### src/hw/vlsu_pkg.sv
// Constants and types for the vector load/store unit
// Operation
// RULE_01: Quadword load: address base plus index, low four bits cleared, load 16 bytes.
// RULE_02: Base register number zero contributes zero instead of its contents.
// RULE_03: Hinted quadword load loads the same quadword and signals not-reused-soon.
// RULE_04: Hint may mark the whole cache block as a preferred victim.
// RULE_05: Move-from-status copies the status register into the destination vector.
// RULE_06: Move-to-status loads status from source bits 96 to 127; fixed encoding.
// RULE_07: Byte element store writes byte lane selected by address bits 60 to 63.
// RULE_08: Halfword element store clears bit 63, writes halfword lane from bits 60-62.
// RULE_09: Word element store clears two low bits, writes word lane from bits 60-61.
// RULE_10: Left-partial store writes leftmost sixteen-minus-offset bytes at the address.
// RULE_11: Hinted left-partial store writes the same and signals not-reused-soon.
// RULE_12: Right-partial store writes rightmost offset bytes at address minus offset.
// RULE_13: Right-partial stores with zero offset perform no memory write.
// RULE_14: Hinted right-partial store behaves the same and signals not-reused-soon.
// RULE_15: Quadword store address is base plus index with low four bits cleared.
// RULE_16: Shift-left/right control vectors select shifted 16 of 32 concatenated bytes.
// RULE_17: Quadword store writes all 16 source bytes to the aligned quadword.
// RULE_18: Shift-left control load gives bytes offset to offset plus 15 of 0x00..0x1f.
// RULE_19: Shift-right control load gives bytes 16-offset to 31-offset of 0x00..0x1f.
// RULE_20: Partial and element stores drive per-byte enables for selected bytes only.
// RULE_21: Move-from-status places status in bits 96-127 and zeroes the rest.
package vlsu_pkg;

  // ==========================================================================
  // Widths
  localparam int unsigned ADDR_W = 64;
  localparam int unsigned VEC_W  = 128;
  localparam int unsigned GPR_W  = 64;
  localparam int unsigned STAT_W = 32;
  localparam int unsigned REGN_W = 5;
  localparam int unsigned QW_BYTES = 16;

  // ==========================================================================
  // Address masks
  localparam logic [ADDR_W-1:0] QW_MASK = 64'hffff_ffff_ffff_fff0;
  localparam logic [ADDR_W-1:0] HW_MASK = 64'hffff_ffff_ffff_fffe;
  localparam logic [ADDR_W-1:0] WD_MASK = 64'hffff_ffff_ffff_fffc;

  // ==========================================================================
  // Instruction encodings with register fields cleared, except bit 11 set in the source field of OPC_MT_STAT
  localparam logic [31:0] OPC_LD_QW      = 32'h7c00_00ce;
  localparam logic [31:0] OPC_LD_QW_HINT = 32'h7c00_02ce;
  localparam logic [31:0] OPC_SH_LEFT    = 32'h7c00_000c;
  localparam logic [31:0] OPC_SH_RIGHT   = 32'h7c00_004c;
  localparam logic [31:0] OPC_MF_STAT    = 32'h1000_0604;
  localparam logic [31:0] OPC_MT_STAT    = 32'h1000_0c44;
  localparam logic [31:0] OPC_ST_BYTE    = 32'h7c00_010e;
  localparam logic [31:0] OPC_ST_HALF    = 32'h7c00_014e;
  localparam logic [31:0] OPC_ST_WORD    = 32'h7c00_018e;
  localparam logic [31:0] OPC_ST_LEFT    = 32'h7c00_050e;
  localparam logic [31:0] OPC_ST_LEFT_H  = 32'h7c00_070e;
  localparam logic [31:0] OPC_ST_RIGHT   = 32'h7c00_054e;
  localparam logic [31:0] OPC_ST_RIGHT_H = 32'h7c00_074e;
  localparam logic [31:0] OPC_ST_QW      = 32'h7c00_01ce;

  // Field masks: X form clears every register field, status move only its source field
  localparam logic [31:0] X_FIELD_MASK  = 32'hfc00_07ff;
  localparam logic [31:0] MT_FIELD_MASK = 32'hffff_07ff;

  // ==========================================================================
  // Reset values
  localparam logic [STAT_W-1:0] STAT_RESET = 32'h0001_0000;

  // ==========================================================================
  // Operation class
  typedef enum logic [3:0] {
    OP_NONE, OP_LD_QW, OP_SH_LEFT, OP_SH_RIGHT, OP_MF_STAT, OP_MT_STAT,
    OP_ST_BYTE, OP_ST_HALF, OP_ST_WORD, OP_ST_LEFT, OP_ST_RIGHT, OP_ST_QW
  } op_e;

endpackage : vlsu_pkg

### src/hw/vlsu_decode.sv
// Instruction decoder for the vector load/store unit
`timescale 1ns/1ps
`default_nettype none
module vlsu_decode (
  // Instruction word
  input  wire logic [31:0] insn_i,
  // Decoded operation
  output vlsu_pkg::op_e    op_o,
  output logic             hint_o,
  output logic             illegal_o
);
  import vlsu_pkg::*;

  logic [31:0] xk;

  // ==========================================================================
  // Decode
  always_comb begin
    xk        = insn_i & X_FIELD_MASK;
    op_o      = OP_NONE;
    hint_o    = 1'b0;
    illegal_o = 1'b0;
    case (xk)
      OPC_LD_QW:      op_o = OP_LD_QW;
      OPC_LD_QW_HINT: begin
        op_o   = OP_LD_QW;
        hint_o = 1'b1; // [RULE_03]
      end
      OPC_SH_LEFT:    op_o = OP_SH_LEFT;
      OPC_SH_RIGHT:   op_o = OP_SH_RIGHT;
      OPC_MF_STAT:    op_o = OP_MF_STAT;
      OPC_ST_BYTE:    op_o = OP_ST_BYTE;
      OPC_ST_HALF:    op_o = OP_ST_HALF;
      OPC_ST_WORD:    op_o = OP_ST_WORD;
      OPC_ST_LEFT:    op_o = OP_ST_LEFT;
      OPC_ST_LEFT_H:  begin
        op_o   = OP_ST_LEFT;
        hint_o = 1'b1; // [RULE_11]
      end
      OPC_ST_RIGHT:   op_o = OP_ST_RIGHT;
      OPC_ST_RIGHT_H: begin
        op_o   = OP_ST_RIGHT;
        hint_o = 1'b1; // [RULE_14]
      end
      OPC_ST_QW:      op_o = OP_ST_QW;
      default: begin
        if ((insn_i & MT_FIELD_MASK) == (OPC_MT_STAT & MT_FIELD_MASK)) begin
          op_o = OP_MT_STAT; // [RULE_06]
        end else begin
          illegal_o = 1'b1;
        end
      end
    endcase
  end

endmodule : vlsu_decode
`default_nettype wire

### src/hw/vlsu_top.sv
// Vector load/store unit: address generation, store lanes, control vectors
`timescale 1ns/1ps
`default_nettype none
module vlsu_top (
  // Clock and reset
  input  wire logic                          clk_i,
  input  wire logic                          reset_i,
  // Issue
  input  wire logic                          issue_valid_i,
  input  wire logic [31:0]                   insn_i,
  input  wire logic [vlsu_pkg::GPR_W-1:0]    base_gpr_i,
  input  wire logic [vlsu_pkg::GPR_W-1:0]    index_gpr_i,
  input  wire logic [vlsu_pkg::VEC_W-1:0]    vector_store_source_i,
  input  wire logic [vlsu_pkg::VEC_W-1:0]    vector_source_b_i,
  output logic                               issue_ready_o,
  // Memory request
  output logic                               mem_req_o,
  output logic                               mem_we_o,
  output logic [vlsu_pkg::ADDR_W-1:0]        mem_addr_o,
  output logic [vlsu_pkg::VEC_W-1:0]         mem_wdata_o,
  output logic [vlsu_pkg::QW_BYTES-1:0]      mem_be_o,
  output logic                               mem_hint_o,
  input  wire logic                          mem_ack_i,
  input  wire logic [vlsu_pkg::VEC_W-1:0]    mem_rdata_i,
  // Result
  output logic                               result_valid_o,
  output logic [vlsu_pkg::VEC_W-1:0]         vector_destination_o,
  output logic                               illegal_o,
  output logic [vlsu_pkg::STAT_W-1:0]        vector_status_control_reg_o
);
  import vlsu_pkg::*;

  typedef enum logic [1:0] {S_IDLE, S_MEM, S_DONE} state_e;

  // ==========================================================================
  // Decode
  op_e               dec_op;
  logic              dec_hint;
  logic              dec_illegal;
  logic [REGN_W-1:0] base_num;

  vlsu_decode u_decode (
    .insn_i    (insn_i),
    .op_o      (dec_op),
    .hint_o    (dec_hint),
    .illegal_o (dec_illegal)
  );

  assign base_num = insn_i[20:16];

  // ==========================================================================
  // Address and lane computation
  logic [ADDR_W-1:0]   base_val;
  logic [ADDR_W-1:0]   eff_addr;
  logic [3:0]          byte_offset_in_quadword;
  logic [3:0]          byte_rotate_count;
  logic [VEC_W-1:0]    seq_left;
  logic [VEC_W-1:0]    seq_right;
  logic [255:0]        seq_all;

  always_comb begin
    base_val = (base_num == 5'h00) ? '0 : base_gpr_i; // [RULE_02]
    eff_addr = base_val + index_gpr_i;
    byte_offset_in_quadword = eff_addr[3:0];
    byte_rotate_count       = eff_addr[3:0];
  end

  // ==========================================================================
  // Control vector sequence
  // Byte i of the incrementing sequence holds value i, byte 0 most significant
  genvar gi;
  generate
    for (gi = 0; gi < 32; gi++) begin : g_seq
      assign seq_all[255-8*gi -: 8] = 8'(gi);
    end
  endgenerate

  always_comb begin
    seq_left  = seq_all[255 - 8*byte_rotate_count -: 128];        // [RULE_18] [RULE_16]
    seq_right = seq_all[255 - 8*(16 - byte_rotate_count) -: 128]; // [RULE_19] [RULE_16]
  end

  // ==========================================================================
  // Request build
  logic                req_nxt;
  logic                we_nxt;
  logic [ADDR_W-1:0]   addr_nxt;
  logic [VEC_W-1:0]    wdata_nxt;
  logic [QW_BYTES-1:0] be_nxt;

  logic                immediate;
  logic [VEC_W-1:0]    imm_data;
  logic                stat_wr;
  logic [4:0]          left_cnt;

  always_comb begin
    req_nxt   = 1'b0;
    we_nxt    = 1'b0;
    addr_nxt  = eff_addr;
    wdata_nxt = vector_store_source_i;
    be_nxt    = '0;
    immediate = 1'b0;
    imm_data  = '0;
    stat_wr   = 1'b0;
    left_cnt  = 5'(QW_BYTES) - {1'b0, byte_offset_in_quadword};

    case (dec_op)
      OP_LD_QW: begin
        req_nxt  = 1'b1;
        addr_nxt = eff_addr & QW_MASK; // [RULE_01]
      end

      OP_SH_LEFT: begin
        immediate = 1'b1;
        imm_data  = seq_left;
      end

      OP_SH_RIGHT: begin
        immediate = 1'b1;
        imm_data  = seq_right;
      end

      OP_MF_STAT: begin
        immediate = 1'b1;
        imm_data  = {96'h0, vector_status_control_reg_o}; // [RULE_05] [RULE_21]
      end

      OP_MT_STAT: begin
        immediate = 1'b1;
        stat_wr   = 1'b1;
      end

      OP_ST_BYTE: begin
        req_nxt  = 1'b1;
        we_nxt   = 1'b1;
        addr_nxt = eff_addr; // [RULE_07]
        be_nxt   = 16'h8000 >> byte_offset_in_quadword; // [RULE_07] [RULE_20]
      end

      OP_ST_HALF: begin
        req_nxt  = 1'b1;
        we_nxt   = 1'b1;
        addr_nxt = eff_addr & HW_MASK; // [RULE_08]
        be_nxt   = 16'hc000 >> {eff_addr[3:1], 1'b0}; // [RULE_08] [RULE_20]
      end

      OP_ST_WORD: begin
        req_nxt  = 1'b1;
        we_nxt   = 1'b1;
        addr_nxt = eff_addr & WD_MASK; // [RULE_09]
        be_nxt   = 16'hf000 >> {eff_addr[3:2], 2'b00}; // [RULE_09] [RULE_20]
      end

      OP_ST_LEFT: begin
        req_nxt   = 1'b1;
        we_nxt    = 1'b1;
        addr_nxt  = eff_addr; // [RULE_10]
        // Leftmost bytes of the source land at the addressed bytes onward
        wdata_nxt = vector_store_source_i >> (8*byte_offset_in_quadword); // [RULE_10]
        be_nxt    = 16'hffff >> byte_offset_in_quadword; // [RULE_10] [RULE_20]
      end

      OP_ST_RIGHT: begin
        we_nxt    = 1'b1;
        req_nxt   = (byte_offset_in_quadword != 4'h0); // [RULE_13]
        addr_nxt  = eff_addr - {60'h0, byte_offset_in_quadword}; // [RULE_12]
        wdata_nxt = vector_store_source_i << (8*left_cnt); // [RULE_12]
        be_nxt    = ~(16'hffff >> byte_offset_in_quadword); // [RULE_12] [RULE_20]
        immediate = (byte_offset_in_quadword == 4'h0); // [RULE_13]
      end

      OP_ST_QW: begin
        req_nxt  = 1'b1;
        we_nxt   = 1'b1;
        addr_nxt = eff_addr & QW_MASK; // [RULE_15]
        be_nxt   = '1; // [RULE_17]
      end

      default: begin
        immediate = dec_illegal;
      end
    endcase
  end

  // ==========================================================================
  // Control state
  state_e            state_r, state_nxt;
  logic              mem_req_r, mem_req_nxt2;
  logic              mem_we_r, mem_we_nxt2;
  logic [ADDR_W-1:0] mem_addr_r, mem_addr_nxt2;
  logic [VEC_W-1:0]  mem_wdata_r, mem_wdata_nxt2;
  logic [QW_BYTES-1:0] mem_be_r, mem_be_nxt2;
  logic              mem_hint_r, mem_hint_nxt2;
  logic              res_valid_r, res_valid_nxt;
  logic [VEC_W-1:0]  res_data_r, res_data_nxt;
  logic              illegal_r, illegal_nxt;
  logic              is_load_r, is_load_nxt;
  logic              take;

  // ==========================================================================
  // Next state
  always_comb begin
    take           = issue_valid_i && (state_r == S_IDLE);

    state_nxt      = state_r;
    mem_req_nxt2   = mem_req_r;
    mem_we_nxt2    = mem_we_r;
    mem_addr_nxt2  = mem_addr_r;
    mem_wdata_nxt2 = mem_wdata_r;
    mem_be_nxt2    = mem_be_r;
    mem_hint_nxt2  = mem_hint_r;
    res_valid_nxt  = 1'b0;
    res_data_nxt   = res_data_r;
    illegal_nxt    = 1'b0;
    is_load_nxt    = is_load_r;

    case (state_r)
      S_IDLE: begin
        if (take) begin
          if (req_nxt) begin
            state_nxt      = S_MEM;
            mem_req_nxt2   = 1'b1;
            mem_we_nxt2    = we_nxt;
            mem_addr_nxt2  = addr_nxt;
            mem_wdata_nxt2 = we_nxt ? wdata_nxt : '0;
            mem_be_nxt2    = we_nxt ? be_nxt : '0;
            mem_hint_nxt2  = dec_hint; // [RULE_03] [RULE_04] [RULE_11] [RULE_14]
            is_load_nxt    = !we_nxt;
          end else if (immediate) begin
            res_valid_nxt = 1'b1;
            res_data_nxt  = imm_data;
            illegal_nxt   = dec_illegal;
          end
        end
      end

      S_MEM: begin
        if (mem_ack_i) begin
          state_nxt     = S_DONE;
          mem_req_nxt2  = 1'b0;
          mem_we_nxt2   = 1'b0;
          mem_hint_nxt2 = 1'b0;
          res_valid_nxt = 1'b1;
          if (is_load_r) begin
            res_data_nxt = mem_rdata_i; // [RULE_01]
          end
        end
      end

      S_DONE: begin
        state_nxt = S_IDLE;
      end

      default: begin
        state_nxt = S_IDLE;
      end
    endcase
  end

  // ==========================================================================
  // Control registers
  always_ff @(posedge clk_i) begin
    if (reset_i) begin
      state_r     <= S_IDLE;
      mem_req_r   <= 1'b0;
      mem_we_r    <= 1'b0;
      mem_addr_r  <= '0;
      mem_wdata_r <= '0;
      mem_be_r    <= '0;
      mem_hint_r  <= 1'b0;
      res_valid_r <= 1'b0;
      res_data_r  <= '0;
      illegal_r   <= 1'b0;
      is_load_r   <= 1'b0;
    end else begin
      state_r     <= state_nxt;
      mem_req_r   <= mem_req_nxt2;
      mem_we_r    <= mem_we_nxt2;
      mem_addr_r  <= mem_addr_nxt2;
      mem_wdata_r <= mem_wdata_nxt2;
      mem_be_r    <= mem_be_nxt2;
      mem_hint_r  <= mem_hint_nxt2;
      res_valid_r <= res_valid_nxt;
      res_data_r  <= res_data_nxt;
      illegal_r   <= illegal_nxt;
      is_load_r   <= is_load_nxt;
    end
  end

  // ==========================================================================
  // Status register
  logic [STAT_W-1:0] stat_r, stat_nxt;

  always_comb begin
    stat_nxt = stat_r;
    if (take && stat_wr) begin
      stat_nxt = vector_source_b_i[31:0]; // [RULE_06]
    end
  end

  always_ff @(posedge clk_i) begin
    if (reset_i) begin
      stat_r <= STAT_RESET;
    end else begin
      stat_r <= stat_nxt;
    end
  end

  // ==========================================================================
  // Issue ready, registered so that it tracks the idle state
  logic ready_r, ready_nxt;

  always_comb begin
    ready_nxt = (state_nxt == S_IDLE);
  end

  always_ff @(posedge clk_i) begin
    if (reset_i) begin
      ready_r <= 1'b1;
    end else begin
      ready_r <= ready_nxt;
    end
  end

  // ==========================================================================
  // Outputs
  assign issue_ready_o               = ready_r;

  // Memory request
  assign mem_req_o                   = mem_req_r;
  assign mem_we_o                    = mem_we_r;
  assign mem_addr_o                  = mem_addr_r;
  assign mem_wdata_o                 = mem_wdata_r;
  assign mem_be_o                    = mem_be_r;
  assign mem_hint_o                  = mem_hint_r;

  // Result
  assign result_valid_o              = res_valid_r;
  assign vector_destination_o        = res_data_r;
  assign illegal_o                   = illegal_r;
  assign vector_status_control_reg_o = stat_r;

endmodule : vlsu_top
`default_nettype wire

### config.mk
export PLATFORM = sky130hd
export DESIGN_NAME = vlsu_top
export DESIGN_NICKNAME = d
export VERILOG_FILES = /design/src/hw/vlsu_pkg.sv /design/src/hw/vlsu_decode.sv /design/src/hw/vlsu_top.sv
export SDC_FILE = /design/constraint.sdc
export NUM_CORES = 2
export LEC_CHECK = 0
export BUFFER_PORTS_ARGS = -buffer_cell sky130_fd_sc_hd__buf_4
export CAP_MARGIN = 20
export CORE_AREA = 2 2 355 357
export DETAILED_ROUTE_END_ITERATION = 12
export DIE_AREA = 0 0 357 359
export GPL_TIMING_DRIVEN = 0
export PLACE_DENSITY_LB_ADDON = 0.05
export SLEW_MARGIN = 20
export SYNTH_ARGS = -nofsm -noshare
export SYNTH_HDL_FRONTEND = slang
export SYNTH_HIERARCHICAL = 1
export SYNTH_SLANG_ARGS = --single-unit
### constraint.sdc
create_clock -name clk_i -period 7.3 [get_ports clk_i]
set_input_delay 0.73 -clock clk_i [delete_from_list [all_inputs] [get_ports clk_i]]
set_output_delay 0.73 -clock clk_i [all_outputs]
set_load 0.01 [all_outputs]
==> out/results.txt <==
Reg power frac -> 0.237
clk slew on worst S/H paths -> 0.06 ns
VDD IR-drop max -> 0.175 mV
vias -> 39432
worst r2r src -> state_r[0]
number of H-tree levels -> 2
worst setup path start -> insn_i[16]
PwrDens -> 224 nW/um2
Inst Count DP -> 6628
clk_lat worst skew -> 0.69 ns
Setup WS post-layout -> -0.106 ns
via/cell ratio -> 5.85
CP max stage cell -> or4_1
row count -> 130
total wire length -> 248 mm
vias in the first global route -> 37104
initial antenna violation count -> 29
fraction of registers with async set/reset -> 0
Die H -> 359 um
Initial Util -> 0.235
Syn. warnings -> 6
CP Capture Point -> mem_wdata_o[58]
dpl hpwl -> 204 mm
Final Wtd Congestion -> 1.09
Final Net Count -> 5673
DR iter-0 viols -> 5547
#FFs+latches synth -> 377
largest net degree at the start of global routing -> 17
Post-synth EDFFs -> 0
clock skew -> 0.0744 ns
most area-consuming cells after synthesis -> dfxtp_1, a21oi_1, nor2_1
xor/xnor share of the synthesized area -> 0.0192
Placeable Area -> 125000 um2
WP buf/inv -> 9
post-place instance area -> 37500 um2
Crit. End Element -> flop
Arr. time, crit path -> 7.94 ns
full die area -> 128000 um2
final core utilization -> 0.316
Max clock buf depth -> 3
GRT Util Overall -> 0.368
mapped cell area -> 29200 um2
CP Max Fanout -> 12
Final Cycle Share -> 1.01
RSZ-0062 raised after global routing -> false
R2R depth -> 6
buffers added on ports -> 816
Detailed Routing Iterations Pass 1 -> 7
total gr overflow -> 0
failing checks -> setup timing
Post-Layout Cell Count -> 6736
Place WS -> -3.38 ns
delay-heaviest family, CP -> buffers and inverters
flop2flop setup slack -> 4.23 ns
Int Pwr -> 4.66 mW
sequential area share after synthesis -> 0.258
Compound-Gate Fraction of Synth Area -> 0.325
mux share of post-synthesis cell area -> 0.0713
layout cells sized above 1 -> 0.212
Tmin final -> 7.41 ns
Power, Total -> 8.83 mW
clock sinks -> 377
Psw -> 4.17 mW
fin area -> 39400 um2
number of buffers created by CTS -> 51
Syn-to-layout area delta -> 34.9%
worst-margin pin slew -> 1.39 ns
WP depth -> 21
critical register-to-register path endpoint -> vector_destination_o[70]
Simple-Gate Fraction of Synth Area -> 0.227
Die X -> 357 um
power share of the combinational group -> 0.469
Synth Flop Type -> dfxtp_1
endpoints failing hold -> 0
critical-path cell list -> buf_4 -> or4_1 -> nor2_4 -> nor2b_1 -> ha_2 -> inv_1 -> fa_1 -> inv_1 -> clkbuf_2 -> clkbuf_4 -> clkbuf_4 -> ha_1 -> clkinv_1 -> buf_2 -> clkbuf_2 -> o21ai_1 -> mux2i_1 -> o22ai_1 -> a21oi_1 -> a2bb2oi_1 -> nor2_1
Switching Fraction -> 0.472
Final Setup Violations -> 5
Yosys cell types -> 83
Mapped Cells -> 4161
top cell type's share of synthesized area -> 0.258
CTS tree -> yes
clock power share -> 0.294
DRC viols -> 0
area leader, netlist -> dfxtp_1
f_max -> 135 MHz
fin. max-slew vios -> 0
largest family of logic cells by synthesized area -> compound AO/OA/AOI/OAI gates
crit-path max cell delay -> 0.64 ns
Leak -> 16.0 nW
WL/cell -> 36.9 um
syn nets -> 4800
CP Class -> input port to flop
Worst Path Required -> 7.84 ns
Rel. slew slack -> 0.0637
cell chosen for the clock root -> clkbuf_16
Avg Synthesized Cell Area -> 7.03 um2
I/O pin count -> 922
Critical Path Start Type -> input port
total of max-cap violations -> 0
Final ANT Viol Nets -> 0
first-pass GRT wire length -> 328 mm
worst hold path class -> input port to flop
status -> finished with violations
adder-cell area share of the yosys netlist -> 0.0395
[registers in the layout, summed over array words and instances, names as in the netlist]
name	flops
mem_wdata_o	128
mem_addr_o	64
is_load_r	1
result_valid_o	1
mem_req_o	1
illegal_o	1
vector_status_control_reg_o	32
mem_be_o	16
state_r	2
vector_destination_o	128
mem_hint_o	1
mem_we_o	1
issue_ready_o	1
[power groups by stage]
stage          clock network (mW)  logic [mW]  registers, mW
2_1_floorplan                   0        1.85           2.14
3_3_place_gp                    0        3.87           2.14
3_5_place_dp                    0        3.80           2.14
4_1_cts                      2.67        3.85           2.09
5_1_grt                      2.73        4.14           2.10
6_report                     2.59        4.14           2.09
[kinds of logic after synthesis]
group,count (synthesis)
compound gates,1482
xor+xnor,64
mux,189
fa+ha+maj,92
flops,377
buf+inv,453
simple gates,1504
[how the worst min path moves through the flow]
stage | slack (ns) | cells past startpoint | endpoint | from
2_1_floorplan | 0.47 | 2 | is_load_r | is_load_r
3_3_place_gp | 0.44 | 2 | mem_addr_o[6] | mem_addr_o[6]
3_5_place_dp | 0.44 | 2 | mem_addr_o[53] | mem_addr_o[53]
4_1_cts | 0.23 | 3 | vector_status_control_reg_o[16] | vector_source_b_i[16]
5_1_grt | 0.28 | 3 | vector_status_control_reg_o[16] | vector_source_b_i[16]
6_report | 0.27 | 3 | vector_status_control_reg_o[16] | vector_source_b_i[16]
[cells in the mapped netlist, types with 13 or more instances]
master     instances
o21ai_0          307
nor3_1            91
buf_2             52
o21bai_1          27
and3_1            22
a31oi_1           50
a221oi_1          37
nor2_1           536
mux2_2            24
o221ai_1          23
o311ai_0          16
nor2b_1           91
nand2_1          501
dfxtp_1          377
nand4_1           27
or3_1             28
ha_1              90
a21oi_1          471
clkbuf_1         278
o31ai_1           17
nand3_1          107
a21o_1            48
nand2b_1          49
o22ai_1           27
buf_1             56
xnor2_1           46
a22oi_1           65
xor2_1            18
a211oi_1          81
mux4_2            13
mux2i_1          152
a2bb2oi_1         17
inv_1             62
o211ai_1         126
a311oi_1          28
a222oi_1          60
[per-stage QoR]
step / hold slack (ns) / TNS [ns]
global route: 0.275 / 0
finish: 0.268 / -0.287
detailed placement: 0.444 / -625.85
global placement: 0.438 / -831.00
floorplan: 0.469 / 0
CTS: 0.234 / 0
[routing by layer]
metal  up-vias  track usage  part of all wire
li1      17018            -                 -
met5         -            0           0.00051
met4        16        0.140             0.045
met1     19419        0.487              0.42
met2      2503        0.552              0.42
met3       476        0.118              0.11
[cells in the final DEF (no fill, tap or decap), types with 27 or more instances in the layout]
master     Yosys  layout
o211ai_1     126     126
clkbuf_1     278     261
o21bai_1      27      27
ha_1          90      88
nand2b_1      49      49
mux2i_1      152     143
dfxtp_1      377     377
xnor2_1       46      44
nand4_1       27      27
a21oi_1      471     468
nor3_1        91      88
nor2_1       536     534
or3_1         28      28
inv_1         62      62
nand3_1      107     107
buf_4          0     819
a211oi_1      81      81
buf_1         56      47
o21ai_0      307     294
nor2b_1       91      91
a311oi_1      28      28
nand2_1      501     500
a221oi_1      37      37
a222oi_1      60      60
clkbuf_16      0      51
a31oi_1       50      50
buf_2         52      58
a22oi_1       65      65
a21o_1        48      48
[repair_timing]
action / in CTS / in global routing
setup endpoints to repair: 335 / 44
setup buffers: 2 / 0
cloned: 0 / 0
hold buffers: 0 / 0
resized for setup: 55 / 11
pin swaps: 2 / 0
[worst min-delay path, stage by stage]
cell,delay (ns)
buf_4,0.08
nand2_1,0.05
nand3b_1,0.07
[layout make-up]
cell class                      count  area (um2)
Inverter                           66         248
Antenna cell                       12        30.0
Timing Repair Buffer              821        6170
Clock buffer                       80        1540
Sequential cell                   377        7550
Buffer                            386        1590
Clock inverter                     13         171
Multi-Input combinational cell   3331       20100
Tap cell                         1650        2060
Fill cell                       14114       85200
Power figures use the tool's default switching activity.
